[src/core/fdso_defs.vh]
// Offsets, field positions, reset values and codes for the drive outputs
`ifndef FDSO_DEFS_VH
`define FDSO_DEFS_VH

// ==========================================================
// Register byte offsets
`define FDSO_ADDR_W         8
`define FDSO_OFF_DOR        8'h00
`define FDSO_OFF_DSR        8'h04
`define FDSO_OFF_CCR        8'h08
`define FDSO_OFF_FER        8'h0c
`define FDSO_OFF_FCR        8'h10
`define FDSO_OFF_MODE       8'h14
`define FDSO_OFF_PPM        8'h18
`define FDSO_OFF_STAT       8'h1c

// ==========================================================
// Field positions
`define FDSO_DOR_SEL_LO     0
`define FDSO_DOR_SEL_HI     1
`define FDSO_DOR_MTR_LO     4
`define FDSO_DOR_MTR_HI     7
`define FDSO_RATE_LO        0
`define FDSO_RATE_HI        1
`define FDSO_FER_ENC4       4
`define FDSO_FCR_SWAP       4
`define FDSO_MODE_DEN_LO    0
`define FDSO_MODE_DEN_HI    1
`define FDSO_PPM_EN         0
`define FDSO_PPM_PNF        1

// ==========================================================
// Reset values
`define FDSO_RST_DOR        8'h00
`define FDSO_RST_RATE       2'h0
`define FDSO_RST_FER        8'h00
`define FDSO_RST_FCR        8'h00
`define FDSO_RST_MODE       2'h0
`define FDSO_RST_PPM        2'h0

// ==========================================================
// Data rate codes (2'h3 is 1 Mbps, or 2 Mbps on tape drives)
`define FDSO_RATE_500K      2'h0
`define FDSO_RATE_300K      2'h1
`define FDSO_RATE_250K      2'h2
`define FDSO_RATE_1M        2'h3

// ==========================================================
// Density mode codes set by the mode command
`define FDSO_DEN_AUTO       2'h0
`define FDSO_DEN_LOW        2'h1
`define FDSO_DEN_HIGH       2'h2
`define FDSO_DEN_AUTO2      2'h3

`endif

[src/core/fdso_sync.v]
// Two-stage synchroniser for inputs arriving from pins
`timescale 1ns/100ps

module fdso_sync #(
   parameter WIDTH = 1
) (
   // Clock and reset
   input  wire             core_clk,
   input  wire             rst,
   // Asynchronous input and its synchronised copy
   input  wire [WIDTH-1:0] async_in,
   output reg  [WIDTH-1:0] sync_out
);

   reg [WIDTH-1:0] meta;

   // ==========================================================
   // Synchroniser stages
   // The first stage feeds only the second, never any logic
   always @(posedge core_clk) begin
      if (rst) begin
         meta     <= {WIDTH{1'b0}};
         sync_out <= {WIDTH{1'b0}};
      end else begin
         meta     <= async_in;
         sync_out <= meta;
      end
   end

endmodule

[src/core/fdso_top.v]
// Floppy drive select, density and direction outputs with APB registers
//
// Overview of operation
// - High density at 500k, 1M, 2M rates
// - Density polarity follows drive-type input level
// - Mode command can force density select
// - Copy density on parallel pin in mode
// - Direction active steps in, inactive out
// - Direction inactive during reads and writes
// - Copy direction on parallel pin in mode
// - Drive select decoded from output register bits
// - Select gated by per-drive motor enables
// - Drive selects are active low
// - Enable-register bit 4 encodes four drives
// - Control-register bit 4 swaps drives zero, one
// - Parallel select pin follows swap bit
// - Rate from last written rate register
//
// Decided for this implementation: the placing of the registers and the APB interface to the registers.
`timescale 1ns/100ps
`include "fdso_defs.vh"

module fdso_top (
   // Clock and reset
   input  wire        core_clk,
   input  wire        rst,
   // APB slave
   input  wire        psel,
   input  wire        penable,
   input  wire        pwrite,
   input  wire [7:0]  paddr,
   input  wire [31:0] pwdata,
   output reg  [31:0] prdata,
   output reg         pready,
   output reg         pslverr,
   // Command engine state
   input  wire        seek_active,
   input  wire        seek_inward,
   input  wire        rw_active,
   // Drive type pin
   input  wire        drive_type_ident,
   // Floppy drive outputs
   output reg         density_select_out,
   output reg         head_dir_n,
   output reg         drive_select_a_n,
   output reg         drive_select_b_n,
   output reg         drive_encoded,
   // Parallel port copies
   output reg         ppm_pins_active,
   output reg         ppm_density_out,
   output reg         ppm_head_dir_n,
   output reg         ppm_drive_select_n
);

   // ==========================================================
   // Register storage
   reg  [7:0] digital_output_reg;
   reg  [1:0] dsr_rate;
   reg  [1:0] ccr_rate;
   reg  [1:0] cur_rate;
   reg  [7:0] function_enable_reg;
   reg  [7:0] function_control_reg;
   reg  [1:0] density_mode;
   reg        parallel_port_floppy_mode;
   reg        parallel_floppy_config_bit;

   // ==========================================================
   // Bus decode signals
   wire       setup_phase;
   wire       write_en;
   reg        addr_hit;
   reg [31:0] next_prdata;

   // ==========================================================
   // Drive side combinational values
   wire       ident_sync;
   wire [1:0] sel_logical;
   wire       sel_motor_on;
   wire [3:0] motor_en;
   reg  [1:0] sel_physical;
   reg        rate_high;
   reg        density_high;
   reg        next_density;
   reg        next_dir_n;
   reg        next_sel_a_n;
   reg        next_sel_b_n;
   reg        next_encoded;
   wire       ppm_on;

   // ==========================================================
   // Drive type pin synchroniser
   // The pin is strapped or driven from the drive cable, so it
   // is not on the controller clock
   // Cost: the type takes effect two edges late, harmless for
   // a strap that only changes with the drive
   fdso_sync #(
      .WIDTH (1)
   ) u_ident_sync (
      .core_clk (core_clk),
      .rst      (rst),
      .async_in (drive_type_ident),
      .sync_out (ident_sync)
   );

   // ==========================================================
   // APB phase decode
   // A write lands only on the access edge where pready is high
   assign setup_phase = psel & ~penable;
   assign write_en    = psel & penable & pwrite & pready;

   // Address hit and read mux, evaluated in the setup phase
   // Unmapped offsets read as zero and raise pslverr
   always @* begin
      addr_hit    = 1'b1;
      next_prdata = 32'h0000_0000;
      if (paddr == `FDSO_OFF_DOR) begin
         next_prdata[7:0] = digital_output_reg;
      end else if (paddr == `FDSO_OFF_DSR) begin
         next_prdata[1:0] = dsr_rate;
      end else if (paddr == `FDSO_OFF_CCR) begin
         next_prdata[1:0] = ccr_rate;
      end else if (paddr == `FDSO_OFF_FER) begin
         next_prdata[7:0] = function_enable_reg;
      end else if (paddr == `FDSO_OFF_FCR) begin
         next_prdata[7:0] = function_control_reg;
      end else if (paddr == `FDSO_OFF_MODE) begin
         next_prdata[1:0] = density_mode;
      end else if (paddr == `FDSO_OFF_PPM) begin
         next_prdata[`FDSO_PPM_EN]  = parallel_port_floppy_mode;
         next_prdata[`FDSO_PPM_PNF] = parallel_floppy_config_bit;
      end else if (paddr == `FDSO_OFF_STAT) begin
         // Live view of what the drive cable sees
         next_prdata[1:0] = cur_rate;
         next_prdata[2]   = density_select_out;
         next_prdata[3]   = head_dir_n;
         next_prdata[4]   = drive_select_a_n;
         next_prdata[5]   = drive_select_b_n;
         next_prdata[6]   = ident_sync;
         next_prdata[7]   = ppm_pins_active;
         next_prdata[8]   = drive_encoded;
      end else begin
         addr_hit = 1'b0;
      end
   end

   // ==========================================================
   // APB answer
   // Always one wait-free access cycle: pready is set from the
   // setup cycle so the access phase completes at its first edge
   // pslverr only rises beside pready, so a master that ignores
   // errors still sees every transfer end
   always @(posedge core_clk) begin
      if (rst) begin
         pready  <= 1'b0;
         pslverr <= 1'b0;
         prdata  <= 32'h0000_0000;
      end else begin
         pready  <= setup_phase;
         pslverr <= setup_phase & ~addr_hit;
         if (setup_phase & ~pwrite) begin
            prdata <= next_prdata;
         end else if (~psel) begin
            prdata <= 32'h0000_0000;
         end
      end
   end

   // ==========================================================
   // Register writes
   // Unmapped writes are answered with pslverr and change nothing
   // Only the listed low bits are stored; the rest reads as zero.
   // Writes to the status word are ignored without an error
   always @(posedge core_clk) begin
      if (rst) begin
         digital_output_reg         <= `FDSO_RST_DOR;
         dsr_rate                   <= `FDSO_RST_RATE;
         ccr_rate                   <= `FDSO_RST_RATE;
         function_enable_reg        <= `FDSO_RST_FER;
         function_control_reg       <= `FDSO_RST_FCR;
         density_mode               <= `FDSO_RST_MODE;
         parallel_port_floppy_mode  <= 1'b0;
         parallel_floppy_config_bit <= 1'b0;
      end else if (write_en) begin
         if (paddr == `FDSO_OFF_DOR) begin
            digital_output_reg <= pwdata[7:0];
         end else if (paddr == `FDSO_OFF_DSR) begin
            dsr_rate <= pwdata[`FDSO_RATE_HI:`FDSO_RATE_LO];
         end else if (paddr == `FDSO_OFF_CCR) begin
            ccr_rate <= pwdata[`FDSO_RATE_HI:`FDSO_RATE_LO];
         end else if (paddr == `FDSO_OFF_FER) begin
            function_enable_reg <= pwdata[7:0];
         end else if (paddr == `FDSO_OFF_FCR) begin
            function_control_reg <= pwdata[7:0];
         end else if (paddr == `FDSO_OFF_MODE) begin
            density_mode <= pwdata[`FDSO_MODE_DEN_HI:`FDSO_MODE_DEN_LO];
         end else if (paddr == `FDSO_OFF_PPM) begin
            parallel_port_floppy_mode  <= pwdata[`FDSO_PPM_EN];
            parallel_floppy_config_bit <= pwdata[`FDSO_PPM_PNF];
         end
      end
   end

   // ==========================================================
   // Current data rate
   // last written rate wins
   // Both registers feed one rate; whichever was written last
   // owns it, so software need not keep the two in step
   always @(posedge core_clk) begin
      if (rst) begin
         cur_rate <= `FDSO_RST_RATE;
      end else if (write_en & ((paddr == `FDSO_OFF_DSR) |
                               (paddr == `FDSO_OFF_CCR))) begin
         cur_rate <= pwdata[`FDSO_RATE_HI:`FDSO_RATE_LO];
      end
   end

   // ==========================================================
   // Density select
   always @* begin
      rate_high = (cur_rate == `FDSO_RATE_500K) |
                  (cur_rate == `FDSO_RATE_1M);
      // Codes 1 and 2 force the line; 0 and 3 leave it to the rate
      // software override
      if (density_mode == `FDSO_DEN_LOW) begin
         density_high = 1'b0;
      end else if (density_mode == `FDSO_DEN_HIGH) begin
         density_high = 1'b1;
      end else begin
         density_high = rate_high;
      end
      next_density = ident_sync ? density_high : ~density_high;
   end

   // ==========================================================
   // Head direction, active low on the cable
   // Read/write wins over seek so a seek flag left standing by the
   // command engine can never step the head during a transfer
   always @* begin
      if (rw_active) begin
         next_dir_n = 1'b1;
      end else if (seek_active) begin
         next_dir_n = ~seek_inward;
      end else begin
         next_dir_n = 1'b1;
      end
   end

   // ==========================================================
   // Drive select
   // select field decode
   assign sel_logical  = digital_output_reg[`FDSO_DOR_SEL_HI:
                                            `FDSO_DOR_SEL_LO];
   // One enable bit per logical drive; a part-select keeps the
   // index exactly as wide as the select field
   // motor enable gating
   assign motor_en     = digital_output_reg[`FDSO_DOR_MTR_HI:
                                            `FDSO_DOR_MTR_LO];
   assign sel_motor_on = motor_en[sel_logical];

   always @* begin
      // swap drives zero and one
      // Only the first two drives trade places; the motor enable
      // still follows the logical drive that software picked
      sel_physical = sel_logical;
      if (function_control_reg[`FDSO_FCR_SWAP] &
          ~sel_logical[1]) begin
         sel_physical = {1'b0, ~sel_logical[0]};
      end
      // In plain mode drives 2 and 3 have no line and stay idle
      next_encoded = 1'b0;
      next_sel_a_n = 1'b1;
      next_sel_b_n = 1'b1;
      if (sel_motor_on) begin
         // four-drive encoding
         // The drive number goes out inverted and drive_encoded
         // qualifies it, since drive 0 alone would look idle
         if (function_enable_reg[`FDSO_FER_ENC4]) begin
            next_encoded = 1'b1;
            next_sel_a_n = ~sel_physical[0];
            next_sel_b_n = ~sel_physical[1];
         end else if (sel_physical == 2'h0) begin
            next_sel_a_n = 1'b0;
         end else if (sel_physical == 2'h1) begin
            next_sel_b_n = 1'b0;
         end
      end
   end

   // ==========================================================
   // Parallel port floppy copies
   // Limitation: the copies are valid only while ppm_pins_active
   // is high; otherwise they rest at their idle levels
   // enable for parallel copies
   assign ppm_on = parallel_port_floppy_mode &
                   ~parallel_floppy_config_bit;

   // ==========================================================
   // Output flops
   // registered, deselected on reset
   // Everything leaves through a flop so the cable never sees
   // decode glitches when several register bits change at once
   // The parallel copies take the same next values as the cable
   // lines, so both pins move on the same edge
   always @(posedge core_clk) begin
      if (rst) begin
         density_select_out <= 1'b0;
         head_dir_n         <= 1'b1;
         drive_select_a_n   <= 1'b1;
         drive_select_b_n   <= 1'b1;
         drive_encoded      <= 1'b0;
         ppm_pins_active    <= 1'b0;
         ppm_density_out    <= 1'b0;
         ppm_head_dir_n     <= 1'b1;
         ppm_drive_select_n <= 1'b1;
      end else begin
         density_select_out <= next_density;
         head_dir_n         <= next_dir_n;
         drive_select_a_n   <= next_sel_a_n;
         drive_select_b_n   <= next_sel_b_n;
         drive_encoded      <= next_encoded;
         ppm_pins_active    <= ppm_on;
         ppm_density_out    <= ppm_on & next_density;
         ppm_head_dir_n     <= ~ppm_on | next_dir_n;
         // After a swap the extra pin tracks line A, else line B
         // select copy follows swap
         if (~ppm_on) begin
            ppm_drive_select_n <= 1'b1;
         end else if (function_control_reg[`FDSO_FCR_SWAP]) begin
            ppm_drive_select_n <= next_sel_a_n;
         end else begin
            ppm_drive_select_n <= next_sel_b_n;
         end
      end
   end

endmodule

[config.mk]
export PLATFORM = sky130hd
export DESIGN_NAME = fdso_top
export DESIGN_NICKNAME = d
export VERILOG_FILES = /design/src/core/fdso_sync.v /design/src/core/fdso_top.v
export VERILOG_INCLUDE_DIRS = /design/src /design/src/core
export SDC_FILE = /design/constraint.sdc
export NUM_CORES = 1
export LEC_CHECK = 0
export BUFFER_PORTS_ARGS = -buffer_cell sky130_fd_sc_hd__buf_2
export CORE_MARGIN = 10
export CORE_UTILIZATION = 50
export DETAILED_ROUTE_END_ITERATION = 8
export GPL_TIMING_DRIVEN = 0
export HOLD_SLACK_MARGIN = 0.06
export PLACE_DENSITY = 0.88
export SETUP_SLACK_MARGIN = 0.05
export SYNTH_ARGS = -nofsm -noshare
export SYNTH_HDL_FRONTEND = slang
export SYNTH_SLANG_ARGS = --single-unit
[constraint.sdc]
create_clock -name core_clk -period 2.3 [get_ports core_clk]
set_input_delay 0.575 -clock core_clk [delete_from_list [all_inputs] [get_ports core_clk]]
set_output_delay 0.575 -clock core_clk [all_outputs]
set_load 0.02 [all_outputs]
==> flow_summary.yaml, run 1 <==
cts:
  cts_resized: 0
  cts.reportedPaths.clkPinSlew_ns: 0.10
  htree_levels: 2
  clock_path_buffers: 2
  root_buffer: "clkbuf_8"
  cts-buffers-inserted: 5
  hold_buffers: 0
  post_cts_buffers: 0
  cts.sinks: 56
  insertion_delay_ns: 0.32
  cts_tree: "done"
power:
  p_int_w: 0.00129
  p_sw_w: 0.000443
  p_comb_frac: 0.112
  ir_drop_mv: 0.297
  clockPowerShare: 0.325
  seqPwrFrac: 0.563
  netSwitchingFraction: 0.256
  p_per_area_nw_per_um2: 541
  leakage_nw: 1.38
final_layout:
  multi_input_area_um2: 1410
  diodes: 0
  regMostFlops: "prdata"
  area_delta_synth_final_pct: 17.4
  regArea_um2: 1120
  fill_cells: 460
  final_cells: 449
  largest_register_ffs: 9
  fin_nets: 427
  drive_above_1_share: 0.248
timing:
  worstMarginPinSlew_ns: 0.636
  hold_viol: 0
  clock.fmax_ghz: 0.489
  slew_violations: 0
  fin_worst_skew_ns: 0.00873
  period_minus_slack_ns: 2.05
  setup_tns_ns: 0
  setup-violations-final: 0
  fin_crit_sh: 0.889
  rsz0062_at_grt: "no"
  relSlewSlack: 0.576
drt:
  drc: 0
  drtAntennaViolNets: 0
  first_pass_iters: 5
  vias: 2479
  wl_mm: 7.43
  vias_per_cell: 5.52
  wire_per_inst_um: 16.6
  first_iter_violations: 301
yosys:
  yosysSeqAreaShare: 0.411
  async_flop_share: 0
  syn_area_um2: 2730
  avgSynthCellArea_um2: 8.89
  synth_seq_cells: 56
  ys_types: 46
  synth_enable_flop_cells: 0
  synth_ff_type: "dfxtp_1"
  syn_inst: 307
  ys_warn_count: 0
floorplanning:
  die_x_um: 93.9
  initial_core_util: 0.524
  core_um2: 5200
  die-height_um: 93.9
  ios: 92
  dieArea_um2: 8810
  rows: 26
global_routing:
  grt_pass1_vias: 2365
  grt_pass1_wl_mm: 11.6
  grt_max_degree: 17
  track_usage: 0.165
  antenna_found_initial: 0
  gr-total-overflow: 0
worst_setup_path:
  path_cells: "buf_2 > nor4bb_1 > buf_2 > nand3_1 > nand2_1 > a21oi_1"
  end_kind: "flop"
  path_max_fanout: 10
  worst-path-buf-inv: 2
  critPathTopFamily: "simple AND/OR/NAND/NOR gates"
  critPathSlowestCell: "nor4bb_1"
  cpPeakStageDelay_ns: 0.54
  path_class: "input pin to flop"
  crit_path_start_kind: "input pin"
  cp.required_ns: 2.47
  cp_common_cell: "buf_2"
  crit_arrival_ns: 2.22
placed_design:
  dp.cells: 441
  numPortBuffers: 42
  dpl.hpwl_mm: 5.69
  place_congestion: 0.931
run_status:
  status: "finished, final reports clean"
worst_hold_path:
  hold_path_class: "input pin to flop"
run:
  maxCapViolations: 0
Yosys cell counts, types with 2 or more instances:
cell,n,share of area
a22oi_1,2,0.0055
and2_1,2,0.0046
buf_4,23,0.063
nor2b_1,8,0.018
xnor2_1,2,0.0064
a32oi_1,4,0.013
clkbuf_1,10,0.014
or3_1,5,0.011
and3_1,2,0.0046
nand2b_1,8,0.018
or4_4,2,0.0083
mux4_2,2,0.017
buf_2,8,0.015
and4_1,2,0.0064
mux2i_1,22,0.081
nor4_2,2,0.0092
nand4_1,5,0.011
a21oi_1,23,0.042
nor2_1,21,0.029
mux2_2,3,0.012
inv_1,3,0.0041
nand2_1,42,0.058
o21ai_0,9,0.017
a221oi_1,2,0.0064
a32o_1,5,0.018
dfxtp_1,56,0.41
nand3_1,6,0.011
o211ai_1,2,0.0055
nor3_1,7,0.013
o31ai_1,3,0.0083
power groups by stage:
stage	Combinational [W]	Clock (W)	Sequential, W
floorplan	0.000127	0	0.00100
global placement	0.000185	0	0.000997
detailed placement	0.000188	0	0.000997
CTS	0.000189	0.000563	0.000975
global route	0.000210	0.000600	0.000975
finish	0.000194	0.000563	0.000974
cells by family (layout without fill, tap and decap cells):
| group | count (synthesis) | after routing | synth area share |
|---|---|---|---|
| fa+ha+maj | 1 | 1 | 0.00367 |
| simple gates | 118 | 118 | 0.231 |
| mux | 27 | 27 | 0.110 |
| compound gates | 55 | 55 | 0.132 |
| buf+inv | 46 | 96 | 0.102 |
| flops | 56 | 56 | 0.411 |
| other cells | 1 | 23 | 0.00137 |
| xor+xnor | 3 | 3 | 0.00963 |
stage by stage:
stage / util / area, µm² / hold slack, ns / total power (W) / setup WS (ns)
floorplan: - / 2810 / 0.414 / 0.00113 / 0.450
global placement: 0.597 / 3110 / 0.416 / 0.00118 / 0.0829
detailed placement: 0.597 / 3110 / 0.431 / 0.00119 / 0.0297
CTS: 0.615 / 3200 / 0.446 / 0.00173 / 0.360
global route: 0.615 / 3200 / 0.445 / 0.00179 / 0.233
finish: 0.615 / 3200 / 0.446 / 0.00173 / 0.255
cell type report:
cell class                 instances  share of cell area
buffer                            43              0.0832
clock buffer                       7              0.0270
clock inverter                     1             0.00234
inverter                           3             0.00352
multi-input combinational        227               0.441
sequential                        56               0.350
tap                               70              0.0273
timing repair buffer              42              0.0656
per-layer routing:
metal  GRT usage  share of wire
met3      0.0504           0.10
met5           0              0
met4      0.0785          0.028
met2       0.284           0.49
met1       0.180           0.38
path summary, 6_finish.rpt:
path	start	end	slack, ns	depth (start not counted)
worst max register to register	digital_output_reg[0]	drive_encoded	0.62	4
worst max-delay path	paddr[0]	function_enable_reg[2]	0.25	6
worst min-delay path	seek_active	ppm_head_dir_n	0.45	2
worst min register to register	u_ident_sync.meta	u_ident_sync.sync_out	0.45	1
layout by cell type, fill, tap and decap left out, types with 3 or more instances in the layout:
cell / Yosys / routed
inv_1: 3 / 3
a32oi_1: 4 / 4
nor2_1: 21 / 21
dfxtp_1: 56 / 56
o31ai_1: 3 / 3
nor2b_1: 8 / 8
buf_4: 23 / 23
nand2_1: 42 / 42
a32o_1: 5 / 5
mux2i_1: 22 / 22
a21oi_1: 23 / 23
nand2b_1: 8 / 8
mux2_2: 3 / 3
nor3_1: 7 / 7
nand4_1: 5 / 5
o21ai_0: 9 / 9
or3_1: 5 / 5
clkbuf_1: 10 / 11
conb_1: 1 / 23
clkbuf_8: 0 / 6
buf_2: 8 / 50
nand3_1: 6 / 6
No activity file was read; power rests on OpenSTA's default activity.
==> inputs of run 2 (changes only) <==
--- a/config.mk
+++ b/config.mk
@@ -7,6 +7,7 @@
 export NUM_CORES = 1
 export LEC_CHECK = 0
 export BUFFER_PORTS_ARGS = -buffer_cell sky130_fd_sc_hd__buf_2
+export CORE_ASPECT_RATIO = 1.1
 export CORE_MARGIN = 10
 export CORE_UTILIZATION = 50
 export DETAILED_ROUTE_END_ITERATION = 8
==> constraint.sdc (replaced) <==
create_clock -name core_clk -period 2.1 [get_ports core_clk]
set_input_delay 0.525 -clock core_clk [delete_from_list [all_inputs] [get_ports core_clk]]
set_output_delay 0.525 -clock core_clk [all_outputs]
set_load 0.02 [all_outputs]
==> run 2 against run 1 <==
Clock power grew 34%. Final area up 1.4%. Sequential share of layout area decreased by 0.49 points. Sequential power grew 9.9%. Utilization down 0.54 points. Critical path depth did not move. Combinational power is 11% higher. Power rose by 18%.
==> flow_summary.yaml, run 2 (synthesis results as in run 1) <==
cts:
  cts.reportedPaths.clkPinSlew_ns: 0.09
  cts_resized: 0
  insertion_delay_ns: 0.30
  clock_path_buffers: 2
  cts_tree: "done"
  hold_buffers: 0
  post_cts_buffers: 0
  cts-buffers-inserted: 5
  htree_levels: 2
  cts.sinks: 56
  root_buffer: "clkbuf_8"
worst_hold_path:
  worstHoldPathCells: 2
  hp-start: "seek_active"
  hold-path-endpoint: "head_dir_n"
  hold_path_class: "input pin to flop"
global_routing:
  grt_pass1_wl_mm: 12.3
  gr-total-overflow: 0
  antenna_found_initial: 0
  track_usage: 0.167
  grt_pass1_vias: 2509
  grt_max_degree: 17
timing:
  rsz0062_at_grt: "no"
  worstMarginPinSlew_ns: 0.647
  slew_violations: 0
  period_minus_slack_ns: 1.90
  setup_tns_ns: 0
  setup-violations-final: 0
  clock.fmax_ghz: 0.526
  fin_worst_skew_ns: 0.00894
  hold_viol: 0
  fin_crit_sh: 0.905
  relSlewSlack: 0.568
drt:
  first_pass_iters: 5
  vias_per_cell: 5.48
  vias: 2487
  wl_mm: 7.62
  first_iter_violations: 247
  drtAntennaViolNets: 0
  wire_per_inst_um: 16.8
  drc: 0
floorplanning:
  die-height_um: 97.5
  rows: 28
  ios: 92
  initial_core_util: 0.512
  dieArea_um2: 8820
  die_x_um: 90.4
  core_um2: 5330
final_layout:
  largest_register_ffs: 9
  fin_nets: 427
  regMostFlops: "prdata"
  final_cells: 454
  regArea_um2: 1120
  final_cell_mix: "56 x dfxtp_1, 50 x buf_2, 42 x nand2_1"
  area_delta_synth_final_pct: 19.0
  final_common_cell: "dfxtp_1"
  multi_input_area_um2: 1420
  post-route-util: 0.610
  drive_above_1_share: 0.253
  fill_cells: 461
  diodes: 0
power:
  p_per_area_nw_per_um2: 628
  ir_drop_mv: 0.284
  leakage_nw: 1.40
worst_setup_path:
  cp.required_ns: 2.27
  rrSetupSlack_ns: 0.47
  crit_arrival_ns: 2.07
  r2r_end: "drive_encoded"
  path_cells: "buf_2 > nor4bb_2 > buf_2 > nand3_1 > nand2_1 > a21oi_1"
  cp_common_cell: "buf_2"
  crit_path_start_kind: "input pin"
  path_max_fanout: 10
  r2r_start: "digital_output_reg[0]"
  r2r_cells: 4
  end_kind: "flop"
  cpPeakStageDelay_ns: 0.41
  path_class: "input pin to flop"
  critPathSlowestCell: "nor4bb_2"
placed_design:
  numPortBuffers: 42
  dpl.hpwl_mm: 5.70
  dp.cells: 446
  place_congestion: 0.878
run:
  maxCapViolations: 0
run_status:
  status: "finished, final reports clean"
==> run 2: cell types whose count changed in the layout (fill, tap and decap cells not counted), sizes merged <==
cell | before | now
bufinv | 0 | 1
clkinvlp | 1 | 0
==> run 2: cell type report <==
| cell class | count | area share |
|---|---|---|
| clock buffer | 7 | 0.0297 |
| inverter | 3 | 0.00347 |
| tap | 75 | 0.0289 |
| buffer | 43 | 0.0820 |
| multi-input combinational | 227 | 0.437 |
| sequential | 56 | 0.345 |
| clock inverter | 1 | 0.00924 |
| timing repair buffer | 42 | 0.0647 |
==> run 2: metal layers <==
layer  up-vias  GRT usage  part of all wire
li1       1175          -                 -
met1      1136      0.188              0.38
met2       154      0.290              0.49
met3        22     0.0348             0.096
met4         0     0.0809             0.029
met5         -          0                 0
==> run 2: worst max path at each step <==
stage | startpoint | end | cells past startpoint
floorplan | paddr[4] | prdata[2] | 5
global placement | paddr[0] | function_enable_reg[4] | 6
detailed placement | paddr[0] | function_enable_reg[0] | 6
CTS | paddr[0] | function_enable_reg[0] | 6
global route | paddr[0] | function_enable_reg[0] | 6
finish | paddr[0] | function_enable_reg[0] | 6
==> run 2: worst max-delay path, delay by kind of cell <==
| family | cells | cell delay, ns |
|---|---|---|
| simple gates | 3 | 0.98 |
| buf+inv | 2 | 0.48 |
| compound gates | 1 | 0.07 |
==> run 2: metrics by stage <==
step | hold WS, ns | setup WS [ns] | cell area [µm²] | power (W)
global route | 0.402 | 0.0967 | 3250 | 0.00210
detailed placement | 0.427 | -0.207 | 3120 | 0.00130
finish | 0.398 | 0.199 | 3250 | 0.00204
floorplan | 0.414 | 0.300 | 2810 | 0.00123
CTS | 0.398 | 0.0917 | 3240 | 0.00203
global placement | 0.418 | -0.122 | 3120 | 0.00130
==> run 2: power breakdown <==
part / total (W) / switching (W) / internal, W
Clock: 0.000756 / 0.000335 / 0.000421
Combinational: 0.000215 / 0.000138 / 0.0000775
Sequential: 0.00107 / 0.00000210 / 0.00107
Total: 0.00204 / 0.000475 / 0.00156
==> inputs of run 3 (changes only) <==
--- a/config.mk
+++ b/config.mk
@@ -9,11 +9,11 @@
 export BUFFER_PORTS_ARGS = -buffer_cell sky130_fd_sc_hd__buf_2
 export CORE_ASPECT_RATIO = 1.1
 export CORE_MARGIN = 10
-export CORE_UTILIZATION = 50
+export CORE_UTILIZATION = 35
 export DETAILED_ROUTE_END_ITERATION = 8
 export GPL_TIMING_DRIVEN = 0
 export HOLD_SLACK_MARGIN = 0.06
-export PLACE_DENSITY = 0.88
+export PLACE_DENSITY = 0.68
 export SETUP_SLACK_MARGIN = 0.05
 export SYNTH_ARGS = -nofsm -noshare
 export SYNTH_HDL_FRONTEND = slang
==> run 3 against run 2 <==
Final area grew 0.69%. Final cell count is 6.6% higher. Global-route usage down 4.1 points. Die area rose by 33%. Worst setup slack gained 0.065 ns. Power shrank 2.2%. Register-to-register slack hardly changed. Largest cell class unchanged. Clock skew decreased by 0.00091 ns. Hold slack got worse by 0.0030 ns. First-iteration DRC count is 26% lower.
==> flow_summary.yaml, run 3 (synthesis results as in run 1) <==
run_status:
  status: "finished, final reports clean"
floorplanning:
  die-height_um: 113
  dieArea_um2: 11700
  ios: 92
  die_x_um: 104
  initial_core_util: 0.363
  rows: 33
  core_um2: 7510
global_routing:
  use_met3: 0.0269
  track_usage: 0.126
  antenna_found_initial: 0
  grt_pass1_vias: 2305
  grt_pass1_wl_mm: 12.3
  gr-total-overflow: 0
  grt_max_degree: 18
  grt_use_met2: 0.208
  grt-busiest-layer: "met2"
  grt_use_met1: 0.158
cts:
  clock_path_buffers: 2
  root_buffer: "clkbuf_8"
  post_cts_buffers: 0
  cts.sinks: 56
  cts.reportedPaths.clkPinSlew_ns: 0.10
  cts-buffers-inserted: 5
  insertion_delay_ns: 0.31
  htree_levels: 2
  cts_tree: "done"
  hold_buffers: 0
  cts_resized: 0
drt:
  first_iter_violations: 184
  vias_per_cell: 4.92
  wl_mm: 7.49
  first_pass_iters: 4
  drtAntennaViolNets: 0
  wire_per_inst_um: 15.5
  vias: 2383
  drc: 0
worst_setup_path:
  path_max_fanout: 10
  cp.required_ns: 2.28
  path_class: "input pin to flop"
  r2r_cells: 4
  crit_path_start_kind: "input pin"
  crit_arrival_ns: 2.01
  end_kind: "flop"
placed_design:
  numPortBuffers: 42
  place_area_um2: 3150
  preCtsSetupSlack_ns: -0.154
  place_congestion: 0.897
  dpl.hpwl_mm: 5.81
final_layout:
  regMostFlops: "prdata"
  final_cell_mix: "56 x dfxtp_1, 50 x buf_2, 42 x nand2_1"
  largest_register_ffs: 9
  fin_nets: 427
  drive_above_1_share: 0.253
  post-route-util: 0.435
  multi_input_area_um2: 1420
  final_common_cell: "dfxtp_1"
  regArea_um2: 1120
  area_delta_synth_final_pct: 19.9
  fin_area_um2: 3270
  fill_cells: 751
  diodes: 0
run:
  maxCapViolations: 0
power:
  seqPwrFrac: 0.536
  p_per_area_nw_per_um2: 609
  clockPowerShare: 0.357
  p_comb_frac: 0.107
  p_int_w: 0.00150
  ir_drop_mv: 0.233
  p_sw_w: 0.000496
  netSwitchingFraction: 0.249
  leakage_nw: 1.39
worst_hold_path:
  worstHoldPathCells: 2
  hold_path_class: "input pin to flop"
timing:
  worstMarginPinSlew_ns: 0.610
  slew_violations: 0
  period_minus_slack_ns: 1.84
  setup-violations-final: 0
  clock.fmax_ghz: 0.545
  layout_setup_ws_ns: 0.264
  rsz0062_at_grt: "no"
  relSlewSlack: 0.593
  fin_crit_sh: 0.874
  hold_viol: 0
  fin_worst_skew_ns: 0.00804
## run 3: cell type report
cell class	count	area share
timing repair buffer	42	0.0643
clock inverter	3	0.0130
tap	105	0.0402
sequential	56	0.343
inverter	3	0.00344
clock buffer	5	0.0210
buffer	43	0.0815
multi-input combinational	227	0.434
## run 3: critical path, cell delays in order
cell	delay (ns)
buf_2	0.17
nor4bb_2	0.47
buf_2	0.31
nand3_1	0.30
nand2_1	0.17
a21oi_1	0.07
## run 3: worst paths after layout
kind,startpoint,endpoint,slack (ns)
worst max-delay path,paddr[0],function_enable_reg[5],0.26
worst min-delay path,seek_active,head_dir_n,0.40
worst max register to register,digital_output_reg[0],drive_encoded,0.46
worst min register to register,u_ident_sync.meta,u_ident_sync.sync_out,0.44
## run 3: metrics by stage
stage | TNS [ns] | total power [W] | hold slack, ns | instances
floorplan | 0 | 0.00123 | 0.414 | 329
global placement | -1.06 | 0.00130 | 0.420 | 476
detailed placement | -1.19 | 0.00130 | 0.424 | 476
CTS | 0 | 0.00200 | 0.389 | 484
global route | 0 | 0.00207 | 0.388 | 484
finish | 0 | 0.00199 | 0.395 | 484
## run 3: power groups by stage
stage                     clock, W  sequential [W]  combinational [W]
after floorplan                  0         0.00110           0.000139
after global placement           0         0.00109           0.000206
after detailed placement         0         0.00109           0.000207
after CTS                 0.000726         0.00107           0.000208
after global routing      0.000764         0.00107           0.000233
final                     0.000712         0.00107           0.000214
## run 3: routing by layer
| metal | share of wire | vias to the layer above | routed length, µm |
|---|---|---|---|
| met3 | 0.070 | 7 | 526 |
| met1 | 0.43 | 1094 | 3250 |
| met2 | 0.48 | 107 | 3570 |
| met5 | 0 | - | 0 |
| li1 | - | 1175 | - |
| met4 | 0.018 | 0 | 138 |
